**config.mk**
```make
export PLATFORM = sky130hd
export DESIGN_NAME = scms_clock_mode_select
export DESIGN_NICKNAME = d
export VERILOG_FILES = /design/src/core/scms_pkg.sv /design/src/core/scms_clock_mode_select.sv
export SDC_FILE = /design/constraint.sdc
export NUM_CORES = 1
export LEC_CHECK = 0
export ABC_AREA = 1
export BUFFER_PORTS_ARGS = -buffer_cell sky130_fd_sc_hd__buf_2
export CAP_MARGIN = 20
export CORE_ASPECT_RATIO = 0.9
export CORE_MARGIN = 2
export CORE_UTILIZATION = 40
export CTS_CLUSTER_DIAMETER = 120
export CTS_CLUSTER_SIZE = 28
export DETAILED_ROUTE_END_ITERATION = 16
export PLACE_DENSITY_LB_ADDON = 0.08
export SYNTH_ARGS = -nofsm -noshare
export SYNTH_HDL_FRONTEND = slang
export SYNTH_SLANG_ARGS = --single-unit
```
**constraint.sdc**
```tcl
create_clock -name pclk -period 4.29 [get_ports pclk]
set_clock_uncertainty 0.05 [all_clocks]
set_input_delay 0.429 -clock pclk [delete_from_list [all_inputs] [get_ports pclk]]
set_output_delay 0.429 -clock pclk [all_outputs]
set_load 0.05 [all_outputs]
```
**src/core/scms_pkg.sv**
```systemverilog
// Shared constants and types of the clock and mode select block.
// Assumes a 100 MHz APB clock; PLL and clock mux sit outside.
package scms_pkg;

  //////////////////////////////////////////////////////////////////////////
  // Register byte offsets
  localparam logic [7:0] SCMS_OFF_CLK_BUF  = 8'h00;
  localparam logic [7:0] SCMS_OFF_MODE_BUF = 8'h04;
  localparam logic [7:0] SCMS_OFF_CMD      = 8'h08;
  localparam logic [7:0] SCMS_OFF_STATUS   = 8'h0c;
  localparam logic [7:0] SCMS_OFF_IRQ_STAT = 8'h10;
  localparam logic [7:0] SCMS_OFF_IRQ_MASK = 8'h14;
  localparam logic [7:0] SCMS_OFF_CLK_ACT  = 8'h18;
  localparam logic [7:0] SCMS_OFF_MODE_ACT = 8'h1c;

  // Command register bits
  localparam int SCMS_CMD_XFER_BIT   = 0;
  localparam int SCMS_CMD_PLLRST_BIT = 1;

  // Status register fields
  localparam int SCMS_ST_LOCK_BIT = 0;
  localparam int SCMS_ST_SRC_POS  = 1;
  localparam int SCMS_ST_MODE_POS = 3;

  // Interrupt status bits
  localparam int SCMS_EV_LOCKED = 0;
  localparam int SCMS_EV_UNLOCK = 1;
  localparam int SCMS_EV_XFER   = 2;
  localparam int SCMS_EV_W      = 3;

  //////////////////////////////////////////////////////////////////////////
  // Timing
  localparam int SCMS_CLK_PERIOD_NS = 10;
  localparam int SCMS_PLL_RST_NS    = 100;
  localparam int SCMS_PLL_RST_CYC   =
    (SCMS_PLL_RST_NS + SCMS_CLK_PERIOD_NS - 1) / SCMS_CLK_PERIOD_NS;
  localparam int SCMS_RST_CNT_W     = 8;

  // Multiplier field holds factor minus one
  localparam logic [4:0] SCMS_MULT_M1_RST = 5'h09;

  //////////////////////////////////////////////////////////////////////////
  // Clock setup, LSB first: auto_clr at bit 0 ... pll_en at bit 13
  typedef struct packed {
    logic       pll_en;
    logic [1:0] in_cfg;
    logic [4:0] mult_m1;
    logic       dbl;
    logic       in_div2;
    logic       out_div2;
    logic       low_range;
    logic       gate_lock;
    logic       auto_clr;
  } scms_clk_cfg_t;

  localparam int SCMS_CLK_W = $bits(scms_clk_cfg_t);
  localparam scms_clk_cfg_t SCMS_CLK_RST = '{
    pll_en: 1'b0, in_cfg: 2'h0, mult_m1: SCMS_MULT_M1_RST,
    dbl: 1'b0, in_div2: 1'b0, out_div2: 1'b0, low_range: 1'b0,
    gate_lock: 1'b0, auto_clr: 1'b0};

  // Mode enables: bit 0 direct switch, bit 1 modulus, bit 2 ramp
  typedef struct packed {
    logic ramp_en;
    logic mod_en;
    logic ds_en;
  } scms_mode_cfg_t;

  localparam int SCMS_MODE_W = $bits(scms_mode_cfg_t);

  typedef enum logic [1:0] {
    SCMS_SRC_REF = 2'b00,
    SCMS_SRC_PLL = 2'b01,
    SCMS_SRC_OFF = 2'b10
  } scms_src_t;

  typedef enum logic [1:0] {
    SCMS_MODE_SINGLE = 2'b00,
    SCMS_MODE_DIRECT = 2'b01,
    SCMS_MODE_MOD    = 2'b10,
    SCMS_MODE_RAMP   = 2'b11
  } scms_mode_t;

  // PLL control bundle sent to the analogue PLL
  typedef struct packed {
    logic       enable;
    logic [1:0] in_cfg;
    logic [5:0] factor;
    logic       dbl;
    logic       in_div2;
    logic       out_div2;
    logic       low_range;
  } scms_pll_ctl_t;

endpackage

```
**src/core/scms_clock_mode_select.sv**
```systemverilog
// Clock source, PLL setup and operating mode select with buffered commit.
// Assumes an APB master on pclk and a PLL lock level from another domain.
//
// Operation
// - Settings wait in a buffer and go active only on a transfer strobe or a transfer command bit write.
// - PLL disabled, the default, routes the reference straight to the core.
// - PLL factor is selectable from 1 to 32, reset value 10.
// - Doubler bit adds a times-two step on the reference path.
// - Input divider bit halves the signal entering the PLL.
// - Output divider bit halves the signal leaving the PLL.
// - Multiplier, doubler and dividers act only with the PLL enabled.
// - PLL reset restarts the PLL; lock must be reacquired afterwards.
// - Lock status shown; locked runs from PLL, unlocked from reference, or no clock with lock gating set.
// - With PLL selected and lock gating clear, reference clocks the core until lock.
// - With lock gating set, no system clock until lock.
// - No mode enable set gives single tone mode, the default.
// - Direct switch enable wins over all other mode enables.
// - Modulus mode needs modulus enable set and direct switch clear.
// - Ramp mode needs ramp enable with direct switch and modulus clear.
// - Auto-clear clears the phase accumulator one cycle on transfer.
//
// Register access over APB and the register offsets are this design's own decisions.
`timescale 1ns/100ps
`default_nettype none

module scms_clock_mode_select
  import scms_pkg::*;
#(
  parameter int RST_CYC = SCMS_PLL_RST_CYC
) (
  input  wire logic          pclk,
  input  wire logic          presetn,
  input  wire logic          psel,
  input  wire logic          penable,
  input  wire logic          pwrite,
  input  wire logic [7:0]    paddr,
  input  wire logic [31:0]   pwdata,
  output logic [31:0]        prdata,
  output logic               pready,
  output logic               pslverr,
  input  wire logic          register_transfer_strobe,
  input  wire logic          pll_lock_in,
  output scms_pll_ctl_t      pll_ctl,
  output logic               pll_rst,
  output scms_src_t          sys_clk_src,
  output scms_mode_t         op_mode,
  output logic               pll_locked,
  output logic               acc_clear,
  output logic               irq
);

  ////////////////////////////////////////////////////////////////////////////
  // State

  typedef struct packed {
    scms_clk_cfg_t               clk_buf;
    scms_mode_cfg_t              mode_buf;
    scms_clk_cfg_t               clk_act;
    scms_mode_cfg_t              mode_act;
    logic                        lock_s1;
    logic                        lock_s2;
    logic                        strb_s1;
    logic                        strb_s2;
    logic                        strb_prev;
    logic [SCMS_RST_CNT_W-1:0]   rst_cnt;
    logic                        locked;
    logic                        relock_wait;
    logic                        acc_clr;
    logic [SCMS_EV_W-1:0]        irq_stat;
    logic [SCMS_EV_W-1:0]        irq_mask;
    logic [31:0]                 rdata;
    scms_src_t                   src;
    scms_mode_t                  mode;
    scms_pll_ctl_t               pll;
  } scms_state_t;

  localparam scms_pll_ctl_t PLL_OFF = '0;

  localparam scms_state_t ST_RST = '{
    clk_buf:   SCMS_CLK_RST,
    mode_buf:  '0,
    clk_act:   SCMS_CLK_RST,
    mode_act:  '0,
    lock_s1:   1'b0,
    lock_s2:   1'b0,
    strb_s1:   1'b0,
    strb_s2:   1'b0,
    strb_prev: 1'b0,
    rst_cnt:   '0,
    locked:    1'b0,
    relock_wait: 1'b0,
    acc_clr:   1'b0,
    irq_stat:  '0,
    irq_mask:  '0,
    rdata:     '0,
    src:       SCMS_SRC_REF,
    mode:      SCMS_MODE_SINGLE,
    pll:       PLL_OFF
  };

  localparam logic [SCMS_RST_CNT_W-1:0] RST_LOAD =
    SCMS_RST_CNT_W'(RST_CYC);

  scms_state_t s_q;
  scms_state_t s_d;

  ////////////////////////////////////////////////////////////////////////////
  // Bus decode helpers

  logic       wr_en;
  logic       rd_en;
  logic       hit;
  logic       xfer;
  logic       rst_req;
  logic       lock_now;
  logic [SCMS_EV_W-1:0] ev;
  logic [31:0] rd_val;

  assign wr_en = psel && penable && pwrite;
  // Read setup cycle; data is latched for the access phase
  assign rd_en = psel && !penable && !pwrite;

  always_comb begin
    hit    = 1'b1;
    rd_val = '0;
    if (paddr == SCMS_OFF_CLK_BUF) begin
      rd_val[SCMS_CLK_W-1:0] = s_q.clk_buf;
    end else if (paddr == SCMS_OFF_MODE_BUF) begin
      rd_val[SCMS_MODE_W-1:0] = s_q.mode_buf;
    end else if (paddr == SCMS_OFF_CMD) begin
      rd_val = '0;
    end else if (paddr == SCMS_OFF_STATUS) begin
      rd_val[SCMS_ST_LOCK_BIT]              = s_q.locked;
      rd_val[SCMS_ST_SRC_POS +: 2]          = s_q.src;
      rd_val[SCMS_ST_MODE_POS +: 2]         = s_q.mode;
    end else if (paddr == SCMS_OFF_IRQ_STAT) begin
      rd_val[SCMS_EV_W-1:0] = s_q.irq_stat;
    end else if (paddr == SCMS_OFF_IRQ_MASK) begin
      rd_val[SCMS_EV_W-1:0] = s_q.irq_mask;
    end else if (paddr == SCMS_OFF_CLK_ACT) begin
      rd_val[SCMS_CLK_W-1:0] = s_q.clk_act;
    end else if (paddr == SCMS_OFF_MODE_ACT) begin
      rd_val[SCMS_MODE_W-1:0] = s_q.mode_act;
    end else begin
      hit = 1'b0;
    end
  end

  ////////////////////////////////////////////////////////////////////////////
  // Next state

  always_comb begin
    s_d = s_q;

    // Pin synchronisers; first stage feeds only the second
    s_d.lock_s1   = pll_lock_in;
    s_d.lock_s2   = s_q.lock_s1;
    s_d.strb_s1   = register_transfer_strobe;
    s_d.strb_s2   = s_q.strb_s1;
    s_d.strb_prev = s_q.strb_s2;

    // Buffer writes
    if (wr_en && paddr == SCMS_OFF_CLK_BUF) begin
      s_d.clk_buf = pwdata[SCMS_CLK_W-1:0];
    end
    if (wr_en && paddr == SCMS_OFF_MODE_BUF) begin
      s_d.mode_buf = pwdata[SCMS_MODE_W-1:0];
    end
    if (wr_en && paddr == SCMS_OFF_IRQ_MASK) begin
      s_d.irq_mask = pwdata[SCMS_EV_W-1:0];
    end

    xfer = (s_q.strb_s2 && !s_q.strb_prev) ||
           (wr_en && paddr == SCMS_OFF_CMD && pwdata[SCMS_CMD_XFER_BIT]);
    if (xfer) begin
      s_d.clk_act  = s_q.clk_buf;
      s_d.mode_act = s_q.mode_buf;
    end

    s_d.acc_clr = xfer && s_q.clk_buf.auto_clr;

    // PLL reset pulse and lock drop
    rst_req = wr_en && paddr == SCMS_OFF_CMD &&
              pwdata[SCMS_CMD_PLLRST_BIT];
    if (rst_req) begin
      s_d.rst_cnt = RST_LOAD;
    end else if (s_q.rst_cnt != '0) begin
      s_d.rst_cnt = s_q.rst_cnt - 1'b1;
    end

    // Old lock level still in synchroniser
    // Hold off until the pin is seen low after a restart
    if (rst_req) begin
      s_d.relock_wait = 1'b1;
    end else if (!s_q.lock_s2) begin
      s_d.relock_wait = 1'b0;
    end

    lock_now = s_q.lock_s2 && (s_q.rst_cnt == '0) && !rst_req &&
               !s_q.relock_wait && s_q.clk_act.pll_en;
    s_d.locked = lock_now;

    // Events; set wins over write-one-to-clear
    ev = '0;
    ev[SCMS_EV_LOCKED] = lock_now && !s_q.locked;
    ev[SCMS_EV_UNLOCK] = !lock_now && s_q.locked;
    ev[SCMS_EV_XFER]   = xfer;
    if (wr_en && paddr == SCMS_OFF_IRQ_STAT) begin
      s_d.irq_stat = (s_q.irq_stat & ~pwdata[SCMS_EV_W-1:0]) | ev;
    end else begin
      s_d.irq_stat = s_q.irq_stat | ev;
    end

    // Outputs follow only the active copies
    if (!s_q.clk_act.pll_en) begin
      s_d.src = SCMS_SRC_REF;
    end else if (s_q.locked) begin
      s_d.src = SCMS_SRC_PLL;
    end else if (s_q.clk_act.gate_lock) begin
      s_d.src = SCMS_SRC_OFF;
    end else begin
      s_d.src = SCMS_SRC_REF;
    end

    // PLL setup only with PLL enabled; in_cfg passes through either way
    if (s_q.clk_act.pll_en) begin
      s_d.pll.enable    = 1'b1;
      s_d.pll.in_cfg    = s_q.clk_act.in_cfg;
      s_d.pll.factor    = {1'b0, s_q.clk_act.mult_m1} + 6'h01;
      s_d.pll.dbl       = s_q.clk_act.dbl;
      s_d.pll.in_div2   = s_q.clk_act.in_div2;
      s_d.pll.out_div2  = s_q.clk_act.out_div2;
      s_d.pll.low_range = s_q.clk_act.low_range;
    end else begin
      s_d.pll        = PLL_OFF;
      s_d.pll.in_cfg = s_q.clk_act.in_cfg;
    end

    if (s_q.mode_act.ds_en) begin
      s_d.mode = SCMS_MODE_DIRECT;
    end else if (s_q.mode_act.mod_en) begin
      s_d.mode = SCMS_MODE_MOD;
    end else if (s_q.mode_act.ramp_en) begin
      s_d.mode = SCMS_MODE_RAMP;
    end else begin
      s_d.mode = SCMS_MODE_SINGLE;
    end

    // Read data captured in setup, shown in access
    if (rd_en) begin
      s_d.rdata = rd_val;
    end
  end

  ////////////////////////////////////////////////////////////////////////////
  // Registers

  always_ff @(posedge pclk or negedge presetn) begin
    if (!presetn) begin
      s_q <= ST_RST;
    end else begin
      s_q <= s_d;
    end
  end

  ////////////////////////////////////////////////////////////////////////////
  // Outputs

  // Zero wait states; read data comes from a flip-flop
  assign pready      = 1'b1;
  assign pslverr     = psel && penable && !hit;
  assign prdata      = s_q.rdata;
  assign pll_ctl     = s_q.pll;
  assign pll_rst     = s_q.rst_cnt != '0;
  assign sys_clk_src = s_q.src;
  assign op_mode     = s_q.mode;
  assign pll_locked  = s_q.locked;
  assign acc_clear   = s_q.acc_clr;
  assign irq         = |(s_q.irq_stat & s_q.irq_mask);

endmodule

`default_nettype wire

```
==> results of run 1 <==
sequential cells by signal, summed over array words and instances, names as in the netlist:
| signal | cells |
|---|---|
| op_mode | 2 |
| acc_clear | 1 |
| s_q | 51 |
| s_d | 3 |
| pll_locked | 1 |
| prdata | 14 |
| sys_clk_src | 2 |
| pll_ctl | 13 |
cell type report:
class / instances / share of cell area
clock buffer: 10 / 0.0523
clock inverter: 6 / 0.0115
inverter: 63 / 0.0517
multi-input combinational: 275 / 0.298
sequential: 87 / 0.477
tap: 129 / 0.0353
timing repair buffer: 66 / 0.0739
power breakdown:
part	leakage [nW]	internal, mW	switching [mW]
clock network	0.137	0.416	0.337
registers	1.07	0.915	0.0556
logic	1.22	0.112	0.308
per-stage QoR:
| stage | util | setup WS, ps | cell area (sq um) | instances |
|---|---|---|---|---|
| after floorplan | - | 1450 | 4220 | 485 |
| after global placement | 0.421 | 2170 | 4280 | 620 |
| after detailed placement | 0.421 | 2180 | 4280 | 620 |
| after CTS | 0.450 | 2130 | 4570 | 636 |
| after global routing | 0.450 | 2010 | 4570 | 636 |
| final | 0.450 | 2140 | 4570 | 636 |
worst max-delay path: cells and delay by family (launching register included):
family | cells | cell delay, ps
AND/OR/NAND/NOR | 2 | 320
buffers and inverters | 3 | 480
adder cells (fa/ha/maj) | 1 | 150
flip-flops | 1 | 370
layout by cell type (no fill, tap or decap), types with 4 or more instances in the layout:
master and instances:
nand3_1 26, nor2_1 31, nor2_2 4, clkbuf_16 9, o21ai_0 36, nand2_1 83
conb_1 19, nor3_1 5, o21a_1 9, inv_1 62, o21ai_1 10, o221ai_1 9
nand2_2 5, dfrtp_1 83, dfstp_2 4, a21oi_1 17, buf_2 63
worst max path at each step:
stage             start       to  depth (start not counted)
2_1_floorplan  paddr[0]  pslverr                          6
3_3_place_gp   paddr[0]  pslverr                          8
3_5_place_dp   paddr[0]  pslverr                          8
4_1_cts         s_q[58]  pll_rst                          6
5_1_grt         s_q[58]  pll_rst                          6
6_report        s_q[58]  pll_rst                          6
cell usage after synthesis, types with 2 or more instances:
master	number	area share
a21oi_1	17	0.020
dfstp_2	4	0.025
buf_4	55	0.099
o221ai_1	9	0.019
nor4_1	3	0.0045
or2_0	2	0.0030
nor2_1	31	0.028
ha_1	3	0.0090
inv_1	62	0.056
nand3_2	2	0.0048
o21ai_1	10	0.012
buf_2	4	0.0048
nor2_2	4	0.0060
mux2_2	2	0.0054
conb_1	2	0.0018
or2_2	2	0.0030
dfrtp_1	83	0.50
o21a_1	9	0.016
nand2_1	83	0.075
nand3_1	26	0.031
o21ai_0	36	0.043
nor3_1	5	0.0060
nand2_2	5	0.0075
routing by layer:
| metal | part of all wire | vias up | wire (um) | global-route usage |
|---|---|---|---|---|
| li1 | - | 1493 | - | - |
| met1 | 0.49 | 1380 | 4220 | 0.228 |
| met2 | 0.46 | 67 | 3910 | 0.252 |
| met3 | 0.039 | 8 | 331 | 0.0295 |
| met4 | 0.011 | 0 | 92 | 0.0684 |
| met5 | 0 | - | 0 | 0 |
logic make-up after synthesis:
logic type | synth area share
adder cells (fa/ha/maj) | 0.00904
AO/OA/AOI/OAI | 0.114
other | 0.00181
multiplexers | 0.00542
AND/OR/NAND/NOR | 0.182
buffers and inverters | 0.162
flip-flops | 0.525
==> results.cfg, run 1 <==
[setup_path]
r2r-start = s_q[58]
crit_fanout = 5
critPathCaptureType = output pin
r2r_cells = 9
cp_data_required_time_ps = 3810
crit_top_cell = inv_1
critPathKind = reg -> out
max_stage_delay_ps = 370
crit_chain = inv_1, ha_1, nand3_1, nor2_2, inv_1, buf_2
startpoint_type = register
cp_slowest_cell = dfrtp_1
timing.rr.end = s_q[53]
r2r_setup_slack_ps = 2630
cp.arrival_ps = 1670

[floorplanning]
start_util = 0.409
design.portCount = 102
die_h_um = 101
rows = 35
coreArea_sq_um = 10200
dieWidth_um = 111
dieArea_sq_um = 11200

[global_routing]
grt_pass1_vias = 2852
grt.overflow.total = 0
grt_pass1_wl_um = 14200
antenna_found_initial = 0
grt_start_max_net_pins = 60
grt_usage = 0.163

[synthesis]
syn_area_sq_um = 4150
synth_edf_count = 0
synthDistinctLibCells = 32
ys_seq_area_frac = 0.525
ys_ff_latch = 87
syn_inst = 468
ys.warnings.count = 0
synthFlopType = dfrtp_1
synthArstFlopShare = 1.00
synth_area_per_cell_sq_um = 8.87

[placement]
io_buffer_count = 64
hpwl_um = 6070
gp_congestion = 0.817

[layout]
seqCellArea_sq_um = 2180
syn2layout_area_growth_pct = 10.1
layout.nets = 552
drive_gt1_frac = 0.207
n_antenna_cell = 0
multi_input_area_sq_um = 1360
num-fill-cells = 1040

[clocking]
cts_buffers = 9
cts_tree = built
cts.repair.resized = 0
cts_max_level = 3
cts.sinks = 87
clk_latency_ps = 330
ctsRootBufferMaster = clkbuf_16
holdBufCountCts = 0
post_cts_buffers = 0
clk_pin_slew_ps = 60
cts.path.max_buffers = 2

[timing]
fin_crit_ps = 2150
hold_slack_ps = 102
max_freq_ghz = 0.465
maxSlewHeadroom = 0.499
drv_slew = 0
tightest_slew_ps = 752
finalSetupViolations = 0
hold_violations = 0
fin_crit_sh = 0.501
tns_ps = 0
rsz0062_at_grt = false

[route]
route.detailed.drc = 0
route.vias.total = 2948
dr.pass1.iters = 4
first_iter_violations = 170
postRouteAntennaNets = 0
avgRoutedWirePerCell_um = 13.5
via_per_inst = 4.64
wl_um = 8560

[flow_run]
drv_cap = 0

[power_and_ir_drop]
total_leakage_power_nw = 2.43
power_density_nw_per_um2 = 469
ir_drop_uv = 222
power_mw = 2.14

[status]
run_status = completed

[hold_path]
hp-class = in -> async
Note: power is estimated with default switching activity, not from simulation.
==> run 2, diff against run 1 <==
==> constraint.sdc (replaced) <==
create_clock -name pclk -period 2 [get_ports pclk]
set_clock_uncertainty 0.05 [all_clocks]
set_input_delay 0.2 -clock pclk [delete_from_list [all_inputs] [get_ports pclk]]
set_output_delay 0.2 -clock pclk [all_outputs]
set_load 0.05 [all_outputs]
==> results.cfg, run 2 (synthesis gave the netlist of run 1 again) <==
[global_routing]
grt_pass1_vias = 2924
gr-usage-met1 = 0.224
use_met3 = 0.0487
antenna_found_initial = 1
grt.overflow.total = 0
grt_pass1_wl_um = 14400
grt_start_max_net_pins = 49
grt_usage = 0.164
top_usage_layer = met2
use_met2 = 0.249

[timing]
tightest_slew_ps = 519
maxSlewHeadroom = 0.654
tns_ps = 0
fin_crit_ps = 1840
fin_crit_sh = 0.920
max_freq_ghz = 0.543
rsz0062_at_grt = false
hold_violations = 0
finalSetupViolations = 0
drv_slew = 0

[hold_path]
min-delay-start = pwdata[11]
hp-class = in -> reg
hold_path_depth = 3
hold-path-endpoint = s_q[102]

[setup_path]
startpoint_type = register
r2r-start = s_q[58]
critPathCaptureType = output pin
max_stage_delay_ps = 370
timing.rr.end = s_q[53]
crit_chain = inv_1, ha_1, nand3_1, nor2_4, inv_1, buf_2
cp_data_required_time_ps = 1750
critPathKind = reg -> out
worst-path-buf-inv = 3
crit_top_cell = inv_1
cp_slowest_cell = dfrtp_1
r2r_setup_slack_ps = 420
r2r_cells = 9
cp.arrival_ps = 1590
crit_fanout = 5
crit_family = buffers and inverters

[placement]
hpwl_um = 6280
gp_congestion = 0.826
io_buffer_count = 64
dp_cells = 624

[status]
run_status = completed

[floorplanning]
rows = 35
coreArea_sq_um = 10200
dieArea_sq_um = 11200
design.portCount = 102
die_h_um = 101
dieWidth_um = 111
start_util = 0.409

[power_and_ir_drop]
ir_drop_uv = 506
power_density_nw_per_um2 = 967
total_leakage_power_nw = 2.47

[route]
postRouteAntennaNets = 0
route.detailed.drc = 0
dr.pass1.iters = 4
wl_um = 8550
route.vias.total = 3006
avgRoutedWirePerCell_um = 13.3
via_per_inst = 4.67
first_iter_violations = 111

[clocking]
cts.sinks = 87
cts_max_level = 3
cts.path.max_buffers = 2
cts_tree = built
cts_buffers = 9
ctsRootBufferMaster = clkbuf_16
clk_latency_ps = 330
clk_pin_slew_ps = 60

[layout]
layout.nets = 560
finalNonFillerCells = 644
largest_reg_flops = 51
syn2layout_area_growth_pct = 11.8
n_antenna_cell = 0
num-fill-cells = 1034
regMostFlops = s_q
layout_common_cells = 83 x nand2_1, 83 x dfrtp_1, 63 x buf_2, 62 x inv_1, 36 x o21ai_0
drive_gt1_frac = 0.210

[flow_run]
drv_cap = 0
==> run 2: cell count changes in the layout (fill, tap and decap cells not counted), moves of 2 or more <==
cell and change:
clkinv_2 +3, clkinv_4 -2, clkbuf_1 +3, buf_12 +2, dlygate4sd3_1 +3, buf_4 +3
==> run 2: worst max-delay path by stage <==
stage,slack [ps],endpoint,start,cells past startpoint
after global placement,350,s_q[53],s_q[58],9
after floorplan,190,pslverr,paddr[0],6
after CTS,50,pll_rst,s_q[58],6
after detailed placement,300,prdata[1],paddr[7],9
after global routing,40,pll_rst,s_q[58],6
final,160,pll_rst,s_q[58],6
==> run 2: where the power goes <==
group	switching (mW)	total [mW]	internal [mW]
Combinational	0.677	0.933	0.255
Clock	0.641	1.48	0.835
Sequential	0.117	2.08	1.96
==> run 2: worst register-to-register path, stage by stage, from the launching register on <==
cell and delay [ps]:
dfrtp_1 370, inv_1 120, ha_1 160, nand3_1 130, nor2_4 140, inv_1 110, nor3_1 150, nand2_1 120
nand2_1 80, nand2_1 50
==> run 2: cell type report <==
class	count	area, sq um	share of cell area
Timing Repair Buffer	74	430	0.0927
Multi-Input combinational cell	275	1370	0.296
Sequential cell	87	2180	0.470
Clock inverter	4	22.5	0.00485
Clock buffer	12	236	0.0509
Tap cell	129	161	0.0348
Inverter	63	236	0.0509
==> run 2: what timing repair did <==
item | 4_1_cts | 5_1_grt
endpoints found under the hold margin | 37 | 0
hold buffers | 3 | 0
buffers inserted | 0 | 1
endpoints found under the setup margin | 0 | 1
gates resized for setup | 0 | 1
==> run 2: metrics by stage <==
| stage | area, sq um | total power, mW | util | hold WS [ps] | worst slack (ps) |
|---|---|---|---|---|---|
| finish | 4640 | 4.49 | 0.457 | 57.4 | 160 |
| global route | 4640 | 4.77 | 0.457 | 52.0 | 37.3 |
| CTS | 4630 | 4.55 | 0.456 | 44.8 | 52.3 |
| detailed placement | 4340 | 3.05 | 0.427 | 170 | 299 |
| global placement | 4340 | 3.02 | 0.427 | 168 | 350 |
| floorplan | 4220 | 2.90 | - | -146 | 186 |
==> run 2: layer usage <==
| metal | vias up | routed length, um | part of all wire |
|---|---|---|---|
| met4 | 2 | 182 | 0.021 |
| met2 | 78 | 3710 | 0.43 |
| met3 | 18 | 482 | 0.056 |
| li1 | 1518 | - | - |
| met5 | - | 8 | 0.00094 |
| met1 | 1390 | 4170 | 0.49 |
